==> src/rtl/trig_regs.svh <==
`ifndef TRIG_REGS_SVH
`define TRIG_REGS_SVH

// ==========================================================
// csr addresses
`define CSR_SELECT_ADDR      12'h7a0
`define CSR_MATCH_CTRL_ADDR  12'h7a1
`define CSR_COMPARE_ADDR     12'h7a2

// ==========================================================
// match control field positions
`define TYPE_MSB             31
`define TYPE_LSB             28
`define DMODE_BIT            27
`define MASKMAX_MSB          26
`define MASKMAX_LSB          21
`define ACTION_MSB           15
`define ACTION_LSB           12
`define CHAIN_BIT            11
`define MSIZE_MSB            10
`define MSIZE_LSB            7
`define MEN_BIT              6
`define INDEX_MSB            1

// ==========================================================
// constant and reset values
`define TYPE_VALUE           4'h2
`define MASKMAX_VALUE        6'h1f
`define RST_INDEX            2'h0
`define RST_DMODE            1'b0
`define RST_CHAIN            1'b0
`define RST_MEN              1'b0
`define RST_COMPARE          32'h0000_0000
`define RST_RDATA            32'h0000_0000

`endif

==> src/rtl/trig_pkg.sv <==
package trig_pkg;

  // ==========================================================
  // types
  typedef logic [11:0] csr_addr_t;
  typedef logic [1:0]  trig_idx_t;
  typedef logic [31:0] word_t;

  typedef enum logic [3:0] {
    MSIZE_EXACT = 4'h0,
    MSIZE_NAPOT = 4'h1
  } match_size_t;

  typedef enum logic [3:0] {
    ACT_BREAK = 4'h0,
    ACT_DEBUG = 4'h1
  } action_t;

endpackage : trig_pkg

==> src/rtl/trig_match_unit.sv <==
`timescale 1ns/1ps

module trig_match_unit
  import trig_pkg::*;
(
  // compared operands
  input  wire logic        [31:0] value_in,
  input  wire logic        [31:0] compare_in,
  input  wire match_size_t        msize_in,
  // result
  output wire logic               hit_out
);

  wire logic [31:0] cmp_inc;
  wire logic [31:0] napot_mask;
  wire logic        exact_hit;
  wire logic        napot_hit;

  // ==========================================================
  // comparison
  // mask keeps bits above the lowest zero of the compare word
  assign cmp_inc    = compare_in + 32'h0000_0001;
  assign napot_mask = ~(compare_in ^ cmp_inc);
  assign exact_hit  = (value_in == compare_in);
  assign napot_hit  = ((value_in & napot_mask) == (compare_in & napot_mask));

  assign hit_out = (msize_in == MSIZE_EXACT) ? exact_hit :
                   (msize_in == MSIZE_NAPOT) ? napot_hit : 1'b0;

endmodule : trig_match_unit

==> src/rtl/trigger_chain_match_control.sv <==
`timescale 1ns/1ps
`include "trig_regs.svh"

// Overview of operation
// - chain bit 11 clear: independent match; set: needs next trigger matching too.
// - chain only on triggers 0 and 2; bit stays zero on 1 and 3.
// - chained pair uses only the second trigger's action.
// - chained pair fires only when both triggers match in the same cycle.
// - write with dmode zero clears chain if next trigger has dmode one.
// - discard write setting dmode one when previous trigger chained, dmode zero.
// - match size zero means exact equality with the compare value register.
// - match size one compares top M bits, M from lowest zero bit.
// - machine-mode enable bit 6 lets trigger fire in machine mode.
// - supervisor bit 4 and user bit 3 read zero, not writable.
// - bit 5 reserved, always reads zero.
// - dmode bit 27 set blocks machine-mode writes to trigger data registers.
// - two-bit index selects which trigger the data registers address.

module trigger_chain_match_control
  import trig_pkg::*;
(
  // clock and reset
  input  wire logic        mclk_in,
  input  wire logic        rst_n_in,
  // csr access
  input  wire logic        csr_wr_en_in,
  input  wire logic        csr_rd_en_in,
  input  wire csr_addr_t   csr_addr_in,
  input  wire logic [31:0] csr_wdata_in,
  output wire logic [31:0] csr_rdata_out,
  // hart state
  input  wire logic        debug_mode_in,
  input  wire logic        machine_mode_in,
  // pipeline compare stream
  input  wire logic        compare_valid_in,
  input  wire logic [31:0] compare_value_in,
  // trigger results
  output wire logic [3:0]  match_out,
  output wire logic [3:0]  fire_out,
  output wire logic [15:0] fire_action_out
);

  localparam int NUM_TRIG = 4;

  // ==========================================================
  // decode helper
  function automatic logic csr_hit(input csr_addr_t addr, input csr_addr_t target);
    csr_hit = (addr == target);
  endfunction : csr_hit

  // ==========================================================
  // storage
  trig_idx_t   idx_ff;
  logic        dmode_ff   [NUM_TRIG];
  logic        chain_ff   [NUM_TRIG];
  match_size_t msize_ff   [NUM_TRIG];
  logic        men_ff     [NUM_TRIG];
  action_t     action_ff  [NUM_TRIG];
  word_t       cmp_ff     [NUM_TRIG];
  word_t       rdata_ff;
  logic [3:0]  match_ff;
  logic [3:0]  fire_ff;
  logic [15:0] fire_action_ff;

  // ==========================================================
  // access decode
  wire logic        wr_select;
  wire logic        wr_ctrl;
  wire logic        wr_cmp;
  wire logic        new_dmode;
  wire logic [3:0]  wdata_msize;
  wire logic [3:0]  wdata_action;
  wire logic        msize_legal;
  wire logic        action_legal;
  wire logic        data_wr_ok [NUM_TRIG];
  wire logic        ctrl_wr    [NUM_TRIG];
  wire logic        cmp_wr     [NUM_TRIG];
  wire logic        discard    [NUM_TRIG];
  wire logic        nxt_chain  [NUM_TRIG];
  wire logic [3:0]  unit_hit;
  wire logic [3:0]  raw_match;
  wire logic [3:0]  nxt_fire;
  wire logic [15:0] nxt_fire_action;

  assign wr_select = csr_wr_en_in && csr_hit(csr_addr_in, `CSR_SELECT_ADDR);
  assign wr_ctrl   = csr_wr_en_in && csr_hit(csr_addr_in, `CSR_MATCH_CTRL_ADDR);
  assign wr_cmp    = csr_wr_en_in && csr_hit(csr_addr_in, `CSR_COMPARE_ADDR);

  // dmode itself changes only from debug mode
  assign new_dmode    = debug_mode_in ? csr_wdata_in[`DMODE_BIT] : dmode_ff[idx_ff];
  assign wdata_msize  = csr_wdata_in[`MSIZE_MSB:`MSIZE_LSB];
  assign wdata_action = csr_wdata_in[`ACTION_MSB:`ACTION_LSB];
  assign msize_legal  = (wdata_msize == MSIZE_EXACT) || (wdata_msize == MSIZE_NAPOT);
  assign action_legal = (wdata_action == ACT_BREAK) ||
                        ((wdata_action == ACT_DEBUG) && new_dmode);

  // ==========================================================
  // trigger select
  always_ff @(posedge mclk_in or negedge rst_n_in) begin
    if (!rst_n_in) begin
      idx_ff <= `RST_INDEX;
    end else if (wr_select) begin
      idx_ff <= csr_wdata_in[`INDEX_MSB:0];
    end
  end

  // ==========================================================
  // per-trigger registers
  genvar i;
  generate
    for (i = 0; i < NUM_TRIG; i++) begin : g_trig
      assign data_wr_ok[i] = (idx_ff == trig_idx_t'(i)) &&
                             (debug_mode_in || !dmode_ff[i]);

      if (i > 0) begin : g_prev
        assign discard[i] = debug_mode_in && csr_wdata_in[`DMODE_BIT] &&
                            !dmode_ff[i-1] && chain_ff[i-1];
      end else begin : g_noprev
        assign discard[i] = 1'b0;
      end

      assign ctrl_wr[i] = wr_ctrl && data_wr_ok[i] && !discard[i];
      assign cmp_wr[i]  = wr_cmp && data_wr_ok[i];

      if ((i % 2) == 0) begin : g_chainable
        assign nxt_chain[i] = csr_wdata_in[`CHAIN_BIT] &&
                              !(!new_dmode && dmode_ff[i+1]);
      end else begin : g_unchained
        assign nxt_chain[i] = 1'b0;
      end

      always_ff @(posedge mclk_in or negedge rst_n_in) begin
        if (!rst_n_in) begin
          dmode_ff[i] <= `RST_DMODE;
          chain_ff[i] <= `RST_CHAIN;
          men_ff[i]   <= `RST_MEN;
        end else if (ctrl_wr[i]) begin
          dmode_ff[i] <= new_dmode;
          chain_ff[i] <= nxt_chain[i];
          men_ff[i]   <= csr_wdata_in[`MEN_BIT];
        end
      end

      // unsupported encodings leave the field unchanged
      always_ff @(posedge mclk_in or negedge rst_n_in) begin
        if (!rst_n_in) begin
          msize_ff[i]  <= MSIZE_EXACT;
          action_ff[i] <= ACT_BREAK;
        end else if (ctrl_wr[i]) begin
          if (msize_legal) begin
            msize_ff[i] <= match_size_t'(wdata_msize);
          end
          if (action_legal) begin
            action_ff[i] <= action_t'(wdata_action);
          end
        end
      end

      always_ff @(posedge mclk_in or negedge rst_n_in) begin
        if (!rst_n_in) begin
          cmp_ff[i] <= `RST_COMPARE;
        end else if (cmp_wr[i]) begin
          cmp_ff[i] <= csr_wdata_in;
        end
      end

      trig_match_unit u_match (
        .value_in   (compare_value_in),
        .compare_in (cmp_ff[i]),
        .msize_in   (msize_ff[i]),
        .hit_out    (unit_hit[i])
      );

      assign raw_match[i] = compare_valid_in && machine_mode_in &&
                            men_ff[i] && unit_hit[i];
    end
  endgenerate

  // ==========================================================
  // chain resolution
  generate
    for (i = 0; i < NUM_TRIG; i += 2) begin : g_pair
      assign nxt_fire[i]   = raw_match[i] && !chain_ff[i];
      assign nxt_fire[i+1] = chain_ff[i] ? (raw_match[i] && raw_match[i+1])
                                         : raw_match[i+1];
      // the pair's second slot carries its own action whenever it fires, chained or not
      assign nxt_fire_action[4*i+3:4*i]     = nxt_fire[i] ? action_ff[i] : ACT_BREAK;
      assign nxt_fire_action[4*i+7:4*i+4]   = nxt_fire[i+1] ? action_ff[i+1]
                                                            : ACT_BREAK;
    end
  endgenerate

  always_ff @(posedge mclk_in or negedge rst_n_in) begin
    if (!rst_n_in) begin
      match_ff       <= 4'h0;
      fire_ff        <= 4'h0;
      fire_action_ff <= 16'h0000;
    end else begin
      match_ff       <= raw_match;
      fire_ff        <= nxt_fire;
      fire_action_ff <= nxt_fire_action;
    end
  end

  // ==========================================================
  // read path
  wire word_t rd_select_word;
  wire word_t rd_ctrl_word;
  wire word_t rd_word;

  assign rd_select_word = {30'h0, idx_ff};

  // hit, select, timing, sizelo and the event enables belong elsewhere
  assign rd_ctrl_word = {`TYPE_VALUE,
                         dmode_ff[idx_ff],
                         `MASKMAX_VALUE,
                         3'h0,
                         2'h0,
                         action_ff[idx_ff],
                         chain_ff[idx_ff],
                         msize_ff[idx_ff],
                         men_ff[idx_ff],
                         3'h0,
                         3'h0};

  assign rd_word = csr_hit(csr_addr_in, `CSR_SELECT_ADDR)     ? rd_select_word :
                   csr_hit(csr_addr_in, `CSR_MATCH_CTRL_ADDR) ? rd_ctrl_word   :
                   csr_hit(csr_addr_in, `CSR_COMPARE_ADDR)    ? cmp_ff[idx_ff] :
                   32'h0000_0000;

  always_ff @(posedge mclk_in or negedge rst_n_in) begin
    if (!rst_n_in) begin
      rdata_ff <= `RST_RDATA;
    end else if (csr_rd_en_in) begin
      rdata_ff <= rd_word;
    end
  end

  // ==========================================================
  // outputs
  assign csr_rdata_out   = rdata_ff;
  assign match_out       = match_ff;
  assign fire_out        = fire_ff;
  assign fire_action_out = fire_action_ff;

endmodule : trigger_chain_match_control

==> config.mk <==
export PLATFORM = sky130hd
export DESIGN_NAME = trigger_chain_match_control
export DESIGN_NICKNAME = d
export VERILOG_FILES = /design/src/rtl/trig_pkg.sv /design/src/rtl/trig_match_unit.sv /design/src/rtl/trigger_chain_match_control.sv
export VERILOG_INCLUDE_DIRS = /design/src /design/src/rtl
export SDC_FILE = /design/constraint.sdc
export NUM_CORES = 1
export LEC_CHECK = 0
export BUFFER_PORTS_ARGS = -buffer_cell sky130_fd_sc_hd__buf_2
export CAP_MARGIN = 10
export CORE_MARGIN = 2
export CORE_UTILIZATION = 45
export DETAILED_ROUTE_END_ITERATION = 8
export GPL_TIMING_DRIVEN = 0
export SLEW_MARGIN = 0
export SYNTH_ARGS = -nofsm -noshare
export SYNTH_HDL_FRONTEND = slang
export SYNTH_SLANG_ARGS = --single-unit
==> constraint.sdc <==
create_clock -name mclk_in -period 5.7 [get_ports mclk_in]
set_input_delay 0.57 -clock mclk_in [delete_from_list [all_inputs] [get_ports mclk_in]]
set_output_delay 0.57 -clock mclk_in [all_outputs]
set_load 0.03 [all_outputs]
After elaboration in Yosys (flattened, before gate mapping):

Cells that the tools add are included.

* bits in registers: 228
* input bits: 83
* output and inout port bits: 56
* word-level logic and storage cells: 177

* add/sub/neg operators: 4
* order comparisons: 1
* equality and inequality tests: 20
* multiplexer cells: 36
* bitwise gates (word level): 17
* reductions and logical operators: 72

Operators with widths (number)
* AND 32 bit: 8
* equality test 32 bit: 8
* 2-to-1 mux 32 bit: 5
* adder 32 x 1 -> 32 bit, second input constant: 4
* inverter 32 bit: 4
* XOR 32 bit: 4
* binary-select mux 32 bit (select 2 bit): 1
* logical AND 1 bit: 40
* equality test 12 x 11 -> 1 bit, second input constant: 3
* 2-to-1 mux 4 bit: 8
* equality test 4 x 1 -> 1 bit, second input constant: 6
* zero test 4 bit: 6
* 2-to-1 mux 1 bit: 17
* binary-select mux 4 bit (select 2 bit): 2
* AND reduction 2 bit: 8
* zero test 1 bit: 11
* binary-select mux 1 bit (select 2 bit): 3
* logical OR 1 bit: 6
* equality test 2 bit, second input constant: 2
* greater-or-equal comparator 3 bit, second input constant: 1
* inverter 2 -> 3 bit: 1
* equality test 2 x 1 -> 1 bit, second input constant: 1
* zero test 2 bit: 1

Depth between registers and ports, before layout:

* word-level depth: 11
* depth in mapped cells: 17
* mapped depth without buffers: 17

By module:

A second synthesis with hierarchy kept.

* cells, all modules: 1602
* area total of the unflattened synthesis: 17060.1 µm²

Modules (own cells, without submodules)
* trigger_chain_match_control: times used 1, cells each 673, area an instance 9801.9 µm², sequential area each 5705.5 µm²
* trig_match_unit at g_trig[1].u_match ...: times used 3, cells each 232, area an instance 1818.0 µm², sequential area each 0.0 µm²
* trig_match_unit at g_trig[0].u_match: times used 1, cells each 233, area an instance 1804.2 µm², sequential area each 0.0 µm²

Worst setup path after synthesis:

No wires, ideal clock.

* path type: reg2reg
* start: register cmp_ff[3] in the netlist's numbering
* end: register fire_action_ff[12] (netlist: fire_action_out[12])
* setup time: 0.067 ns
* arrival time: 3.951 ns
* data required time: 5.633 ns
* slack: 1.682 ns
* stages on the path, launching flop included: 17
* path buffers: 1
* clock period less this slack: 4.018 ns
* cells stage by stage: dfrtp_1 > clkbuf_1 > and3_1 > and4_2 > and4_1 > and4_1 > inv_1 > nor4_1 > inv_1 > ha_1 > xor2_1 > nand2_1 > xnor2_1 > or4_1 > or4_4 > o31ai_4 > and3_1

* cells in the longest elaborated chain, start to end: 11
* elaborated cells on any way between the ends: 13
* classes of those cells: 1 x add/sub; 2 x eq/ne; 4 x mux; 4 x bitwise; 2 x reduce/logical

Ends and longest elaborated chain
* from (decl): RTL line trigger_chain_match_control.sv:59 `word_t cmp_ff [NUM_TRIG];`
* from (signal, indexed assignment): RTL line trigger_chain_match_control.sv:161 `` cmp_ff[i] <= `RST_COMPARE; ``
* from (signal, indexed assignment): RTL line trigger_chain_match_control.sv:163 `cmp_ff[i] <= csr_wdata_in;`
* adder 32 x 1 -> 32 bit: RTL line trig_match_unit.sv:22 `assign cmp_inc = compare_in + 32'h0000_0001;`
* XOR 32 bit: RTL line trig_match_unit.sv:23 `assign napot_mask = ~(compare_in ^ cmp_inc);`
* inverter 32 bit: RTL line trig_match_unit.sv:23
* AND 32 bit: RTL line trig_match_unit.sv:25 `assign napot_hit = ((value_in & napot_mask) == (compare_in & napot_mask));`
* equality test 32 bit: RTL line trig_match_unit.sv:25
* 2-to-1 mux 1 bit: RTL line trig_match_unit.sv:28 `(msize_in == MSIZE_NAPOT) ? napot_hit : 1'b0;`
* 2-to-1 mux 1 bit *: RTL line trig_match_unit.sv:27 `assign hit_out = (msize_in == MSIZE_EXACT) ? exact_hit :`
* logical AND 1 bit *: RTL line trigger_chain_match_control.sv:175 `men_ff[i] && unit_hit[i];`
* via raw_match[3]: RTL line trigger_chain_match_control.sv:81 `wire logic [3:0] raw_match;`
* logical AND 1 bit: RTL line trigger_chain_match_control.sv:184 `assign nxt_fire[i+1] = chain_ff[i] ? (raw_match[i] && raw_match[i+1])`
* 2-to-1 mux 1 bit *: RTL line trigger_chain_match_control.sv:184
* 2-to-1 mux 4 bit *: RTL line trigger_chain_match_control.sv:188 `assign nxt_fire_action[4*i+7:4*i+4] = nxt_fire[i+1] ? action_ff[i+1]`
* via nxt_fire_action[12]: RTL line trigger_chain_match_control.sv:83 `wire logic [15:0] nxt_fire_action;`
* to (signal assigned): RTL line trigger_chain_match_control.sv:201 `fire_action_ff <= nxt_fire_action;`
* to (decl): RTL line trigger_chain_match_control.sv:63 `logic [15:0] fire_action_ff;`

The timed path passes the listed nets; every way through them passes the cells marked *.
A chain may end at the register's enable or synchronous reset.

Final worst setup path:

* start: register cmp_ff[3] in the netlist's numbering
* end: register fire_action_ff[14] (netlist: fire_action_out[14])

Same word-level chain as after synthesis.

==> run metrics <==
number of buffers inserted during clock tree synthesis 27; initial core utilization 0.4587; type of the setup path with the least slack flop to flop; Tmin final 5.630 ns; hpwl dp 54090 um; syn_nets 1935; met3 track demand over resource in global routing 0.06866; boundary pin count 139; max-slew headroom at the worst pin 0.1340; kind of start point of the critical path flop; part of the Yosys area used for sequential elements 0.3294; global routing met2 resource utilization 0.4971; fraction of final layout cells with drive strength greater than 1 0.2114; clk sinks 228; critical path data arrival time about 6 ns; switching power 928.9 uW; post-detailed-route count of antenna-violating nets 0; GRT Util Overall 0.3288; post-synthesis register bit count approximately 230; CTS tree done; final WL roughly 66000 um; top cell type by total area after synthesis dfrtp_1; largest driver fanout on the critical path 7; data required time of the worst path just over 6 ns; detailed-routing iteration count for the pre-antenna-repair pass 5; Avg WL per Cell around 28 um; wire length of the first global-routing pass 95900 um; most instantiated library cell after synthesis dfrtp_1; cell-internal power about 2.7 mW; total number of yosys warnings 0; maximum number of pins on one net before global-route repair around 120; async set-reset flop share out of synthesis 1.000; floorplan die width between 200 and 250 um; crit path setup slack, layout 0.06995 ns; chip height approximately 200 um; Flop pwr share 0.448; register-to-register setup slack roughly 0.07 ns; instance count of the mapped netlist between 1.5k and 2k; worst reg2reg startpoint cmp_ff[3]$_DFFE_PN0P_; status finished clean; final worst-path cycle share 0.9877; maximum clock frequency roughly 0.18 GHz; ranking of synthesized cells by instance count dfrtp_1 (228), xnor2_1 (205), mux2_2 (138); latest clock arrival within the worst-skew pair 0.56 ns; setup repair after global routing missed its margin false; GR Layer Usage met1 0.4799; Port Buf Inserts 104; setup skew after layout 0.01738 ns; total of endpoints with negative setup slack in the final report 0; transition time at the pin with the least slew margin 1.299 ns; clk buf depth 3; share of Yosys cell area claimed by the top area cell type 0.3294; nature of the critical path endpoint flop; Pwr per Cell Area between 150 and 200 mW/mm^2; routability-driven placement congestion ratio around 1.0; area growth from synthesis to final layout 11.96%; overflow left after global routing 0; die area between 0.04 and 0.05 sq mm; Post-CTS Hold Fix Bufs 0; first element of the critical path cmp_ff[3]$_DFFE_PN0P_; highest-utilization routing layer at the global route stage met2; post-synthesis cell area between 0.015 and 0.02 sq mm; number of maximum-capacitance constraint violations 0; DRT iter0 DRCs 1374; initial antenna violation count 3; flip-flop cell with the highest count after synthesis dfrtp_1; depth of the worst register-to-register path 16; vias per cell 5.958; Post-synth EDFFs 0; syn_area_per_cell 10.04 sq um; Clock Root Buffer clkbuf_16; total number of nets in the final design just over 2k; # DRC 0; capture point of the critical path fire_action_out[14]$_DFF_PN0_; Core Rows 71; worst flop-to-flop path endpoint fire_action_out[14]$_DFF_PN0_; clk slew on worst S/H paths 0.06 ns; main area contributors after synthesis dfrtp_1 (33%), xnor2_1 (10%), ha_1 (9.2%), mux2_2 (9.0%), xor2_1 (5.4%); switching part of the total power 0.2558; Static Leakage ~8.4 nW; pre-CTS setup slack -0.01639 ns; final core utilization 0.5136; logic gate share of total power 0.091; Hold Crit Class primary input to asynchronous set/reset pin; Unique masters post-synth 60; clock network fraction of total power 0.461; vias roughly 14k; number of slew-limit violations in the final report 0; peak supply drop 0.2340 mV; placeable core region 0.03776 sq mm; via count of the first global-routing pass between 10k and 15k; Final Hold Violating Endpoints 0; H-tree depth reported by CTS 1
-- through the flow --
stage,setup TNS (ns),hold slack [ns],power [mW],std cells,instance area [sq um]
2_1_floorplan,0,0.2744,1.818,1725,17320
3_3_place_gp,-3.631,0.4944,1.977,2340,18480
3_5_place_dp,-0.01639,0.5007,1.980,2341,18520
4_1_cts,0,0.09143,3.656,2388,19360
5_1_grt,0,0.1302,3.744,2389,19390
6_report,0,0.04763,3.632,2390,19390
-- metal layers --
layer  wire, um  share of wire  vias up
li1           -              -     6350
met1      29550           0.45     7177
met2      28830           0.43      609
met3       6082          0.092       99
met4       1867          0.028        4
met5         32        0.00048        -
-- power by group through the flow --
| stage | Sequential, mW | Clock, mW | Combinational, mW |
|---|---|---|---|
| after global routing | 1.63 | 1.77 | 0.350 |
| after detailed placement | 1.66 | 0 | 0.324 |
| after floorplan | 1.66 | 0 | 0.155 |
| final | 1.63 | 1.67 | 0.331 |
| after global placement | 1.66 | 0 | 0.320 |
| after CTS | 1.63 | 1.70 | 0.326 |
-- area by class of cell --
cell class / instances / area (sq um)
Antenna cell: 1 / 2.502
Buffer: 113 / 491.7
Clock buffer: 42 / 782.0
Clock inverter: 5 / 57.56
Fill cell: 3530 / 18360
Inverter: 92 / 345.3
Multi-Input combinational cell: 1292 / 10800
Sequential cell: 228 / 5705
Tap cell: 511 / 639.4
Timing Repair Buffer: 106 / 563.0
-- state kept, by name (all words and copies together) (netlist names) --
register,count
action_ff,16
match_out,4
men_ff,4
chain_ff,2
csr_rdata_out,32
cmp_ff,128
msize_ff,16
fire_out,4
idx_ff,2
dmode_ff,4
fire_action_out,16
-- cells by family (layout without fill, tap and decap cells) --
family | after synthesis | after routing | synth area share
and+or+nand+nor | 527 | 527 | 0.1727
muxes | 186 | 186 | 0.1478
other | 0 | 1 | 0
adders and majority gates | 127 | 127 | 0.09175
xor gates and xnor gates | 314 | 314 | 0.1597
AOI/OAI and AO/OA | 138 | 138 | 0.05035
DFF | 228 | 228 | 0.3294
buffers and inverters | 205 | 358 | 0.04833
-- cells in the final DEF (no fill, tap or decap), types with 7 or more instances in the layout --
master / instances
dfrtp_1: 228
xnor2_1: 205
buf_2: 140
mux2_2: 138
ha_1: 127
nand2_1: 124
xor2_1: 107
inv_1: 88
nand3_1: 68
clkbuf_1: 65
o21ai_0: 53
nand4_1: 52
nor2_1: 47
mux4_2: 40
nor3_1: 37
and3_1: 30
clkbuf_16: 27
nor4_1: 25
nor4b_1: 24
nor2b_1: 21
a21oi_1: 18
buf_1: 17
and4_1: 16
nor3b_1: 16
a21boi_0: 16
nor4b_2: 12
a22oi_1: 11
o22ai_1: 11
or2_2: 10
and2_1: 10
or3_1: 8
o21a_1: 8
nand3b_1: 7
and4b_1: 7
-- worst max-delay path, cell delays in order (launching register included) --
cell and delay (ns):
dfrtp_1 0.36, clkbuf_1 0.28, and3_1 0.29, and4_2 0.29, and4_1 0.38, and4_1 0.33, inv_1 0.13, nor4_1 1.01
inv_1 0.11, ha_1 0.33, xor2_1 0.16, nand2_1 0.08, xnor2_1 0.18, or4_1 0.40, or4_4 0.61, o31ai_4 0.39
and3_1 0.23
-- repair_timing --
action / in CTS / in global routing
resized for setup: 1 / 4
setup buffers: 0 / 0
endpoints found under the hold margin: 0 / 0
setup endpoints to repair: 1 / 9
-- how the worst min path moves through the flow --
stage                             start                  endpoint  slack, ns  cells past startpoint
5_1_grt                        rst_n_in    cmp_ff[52]$_DFFE_PN0P_       0.13                      1
6_report                       rst_n_in   cmp_ff[112]$_DFFE_PN0P_       0.05                      1
3_3_place_gp   action_ff[9]$_DFFE_PN0P_  action_ff[9]$_DFFE_PN0P_       0.49                      1
4_1_cts                        rst_n_in    cmp_ff[52]$_DFFE_PN0P_       0.09                      1
3_5_place_dp    msize_ff[3]$_DFFE_PN0P_   msize_ff[3]$_DFFE_PN0P_       0.50                      1
2_1_floorplan                  rst_n_in  action_ff[0]$_DFFE_PN0P_       0.27                      0
Note: power is estimated with default switching activity, not from simulation.
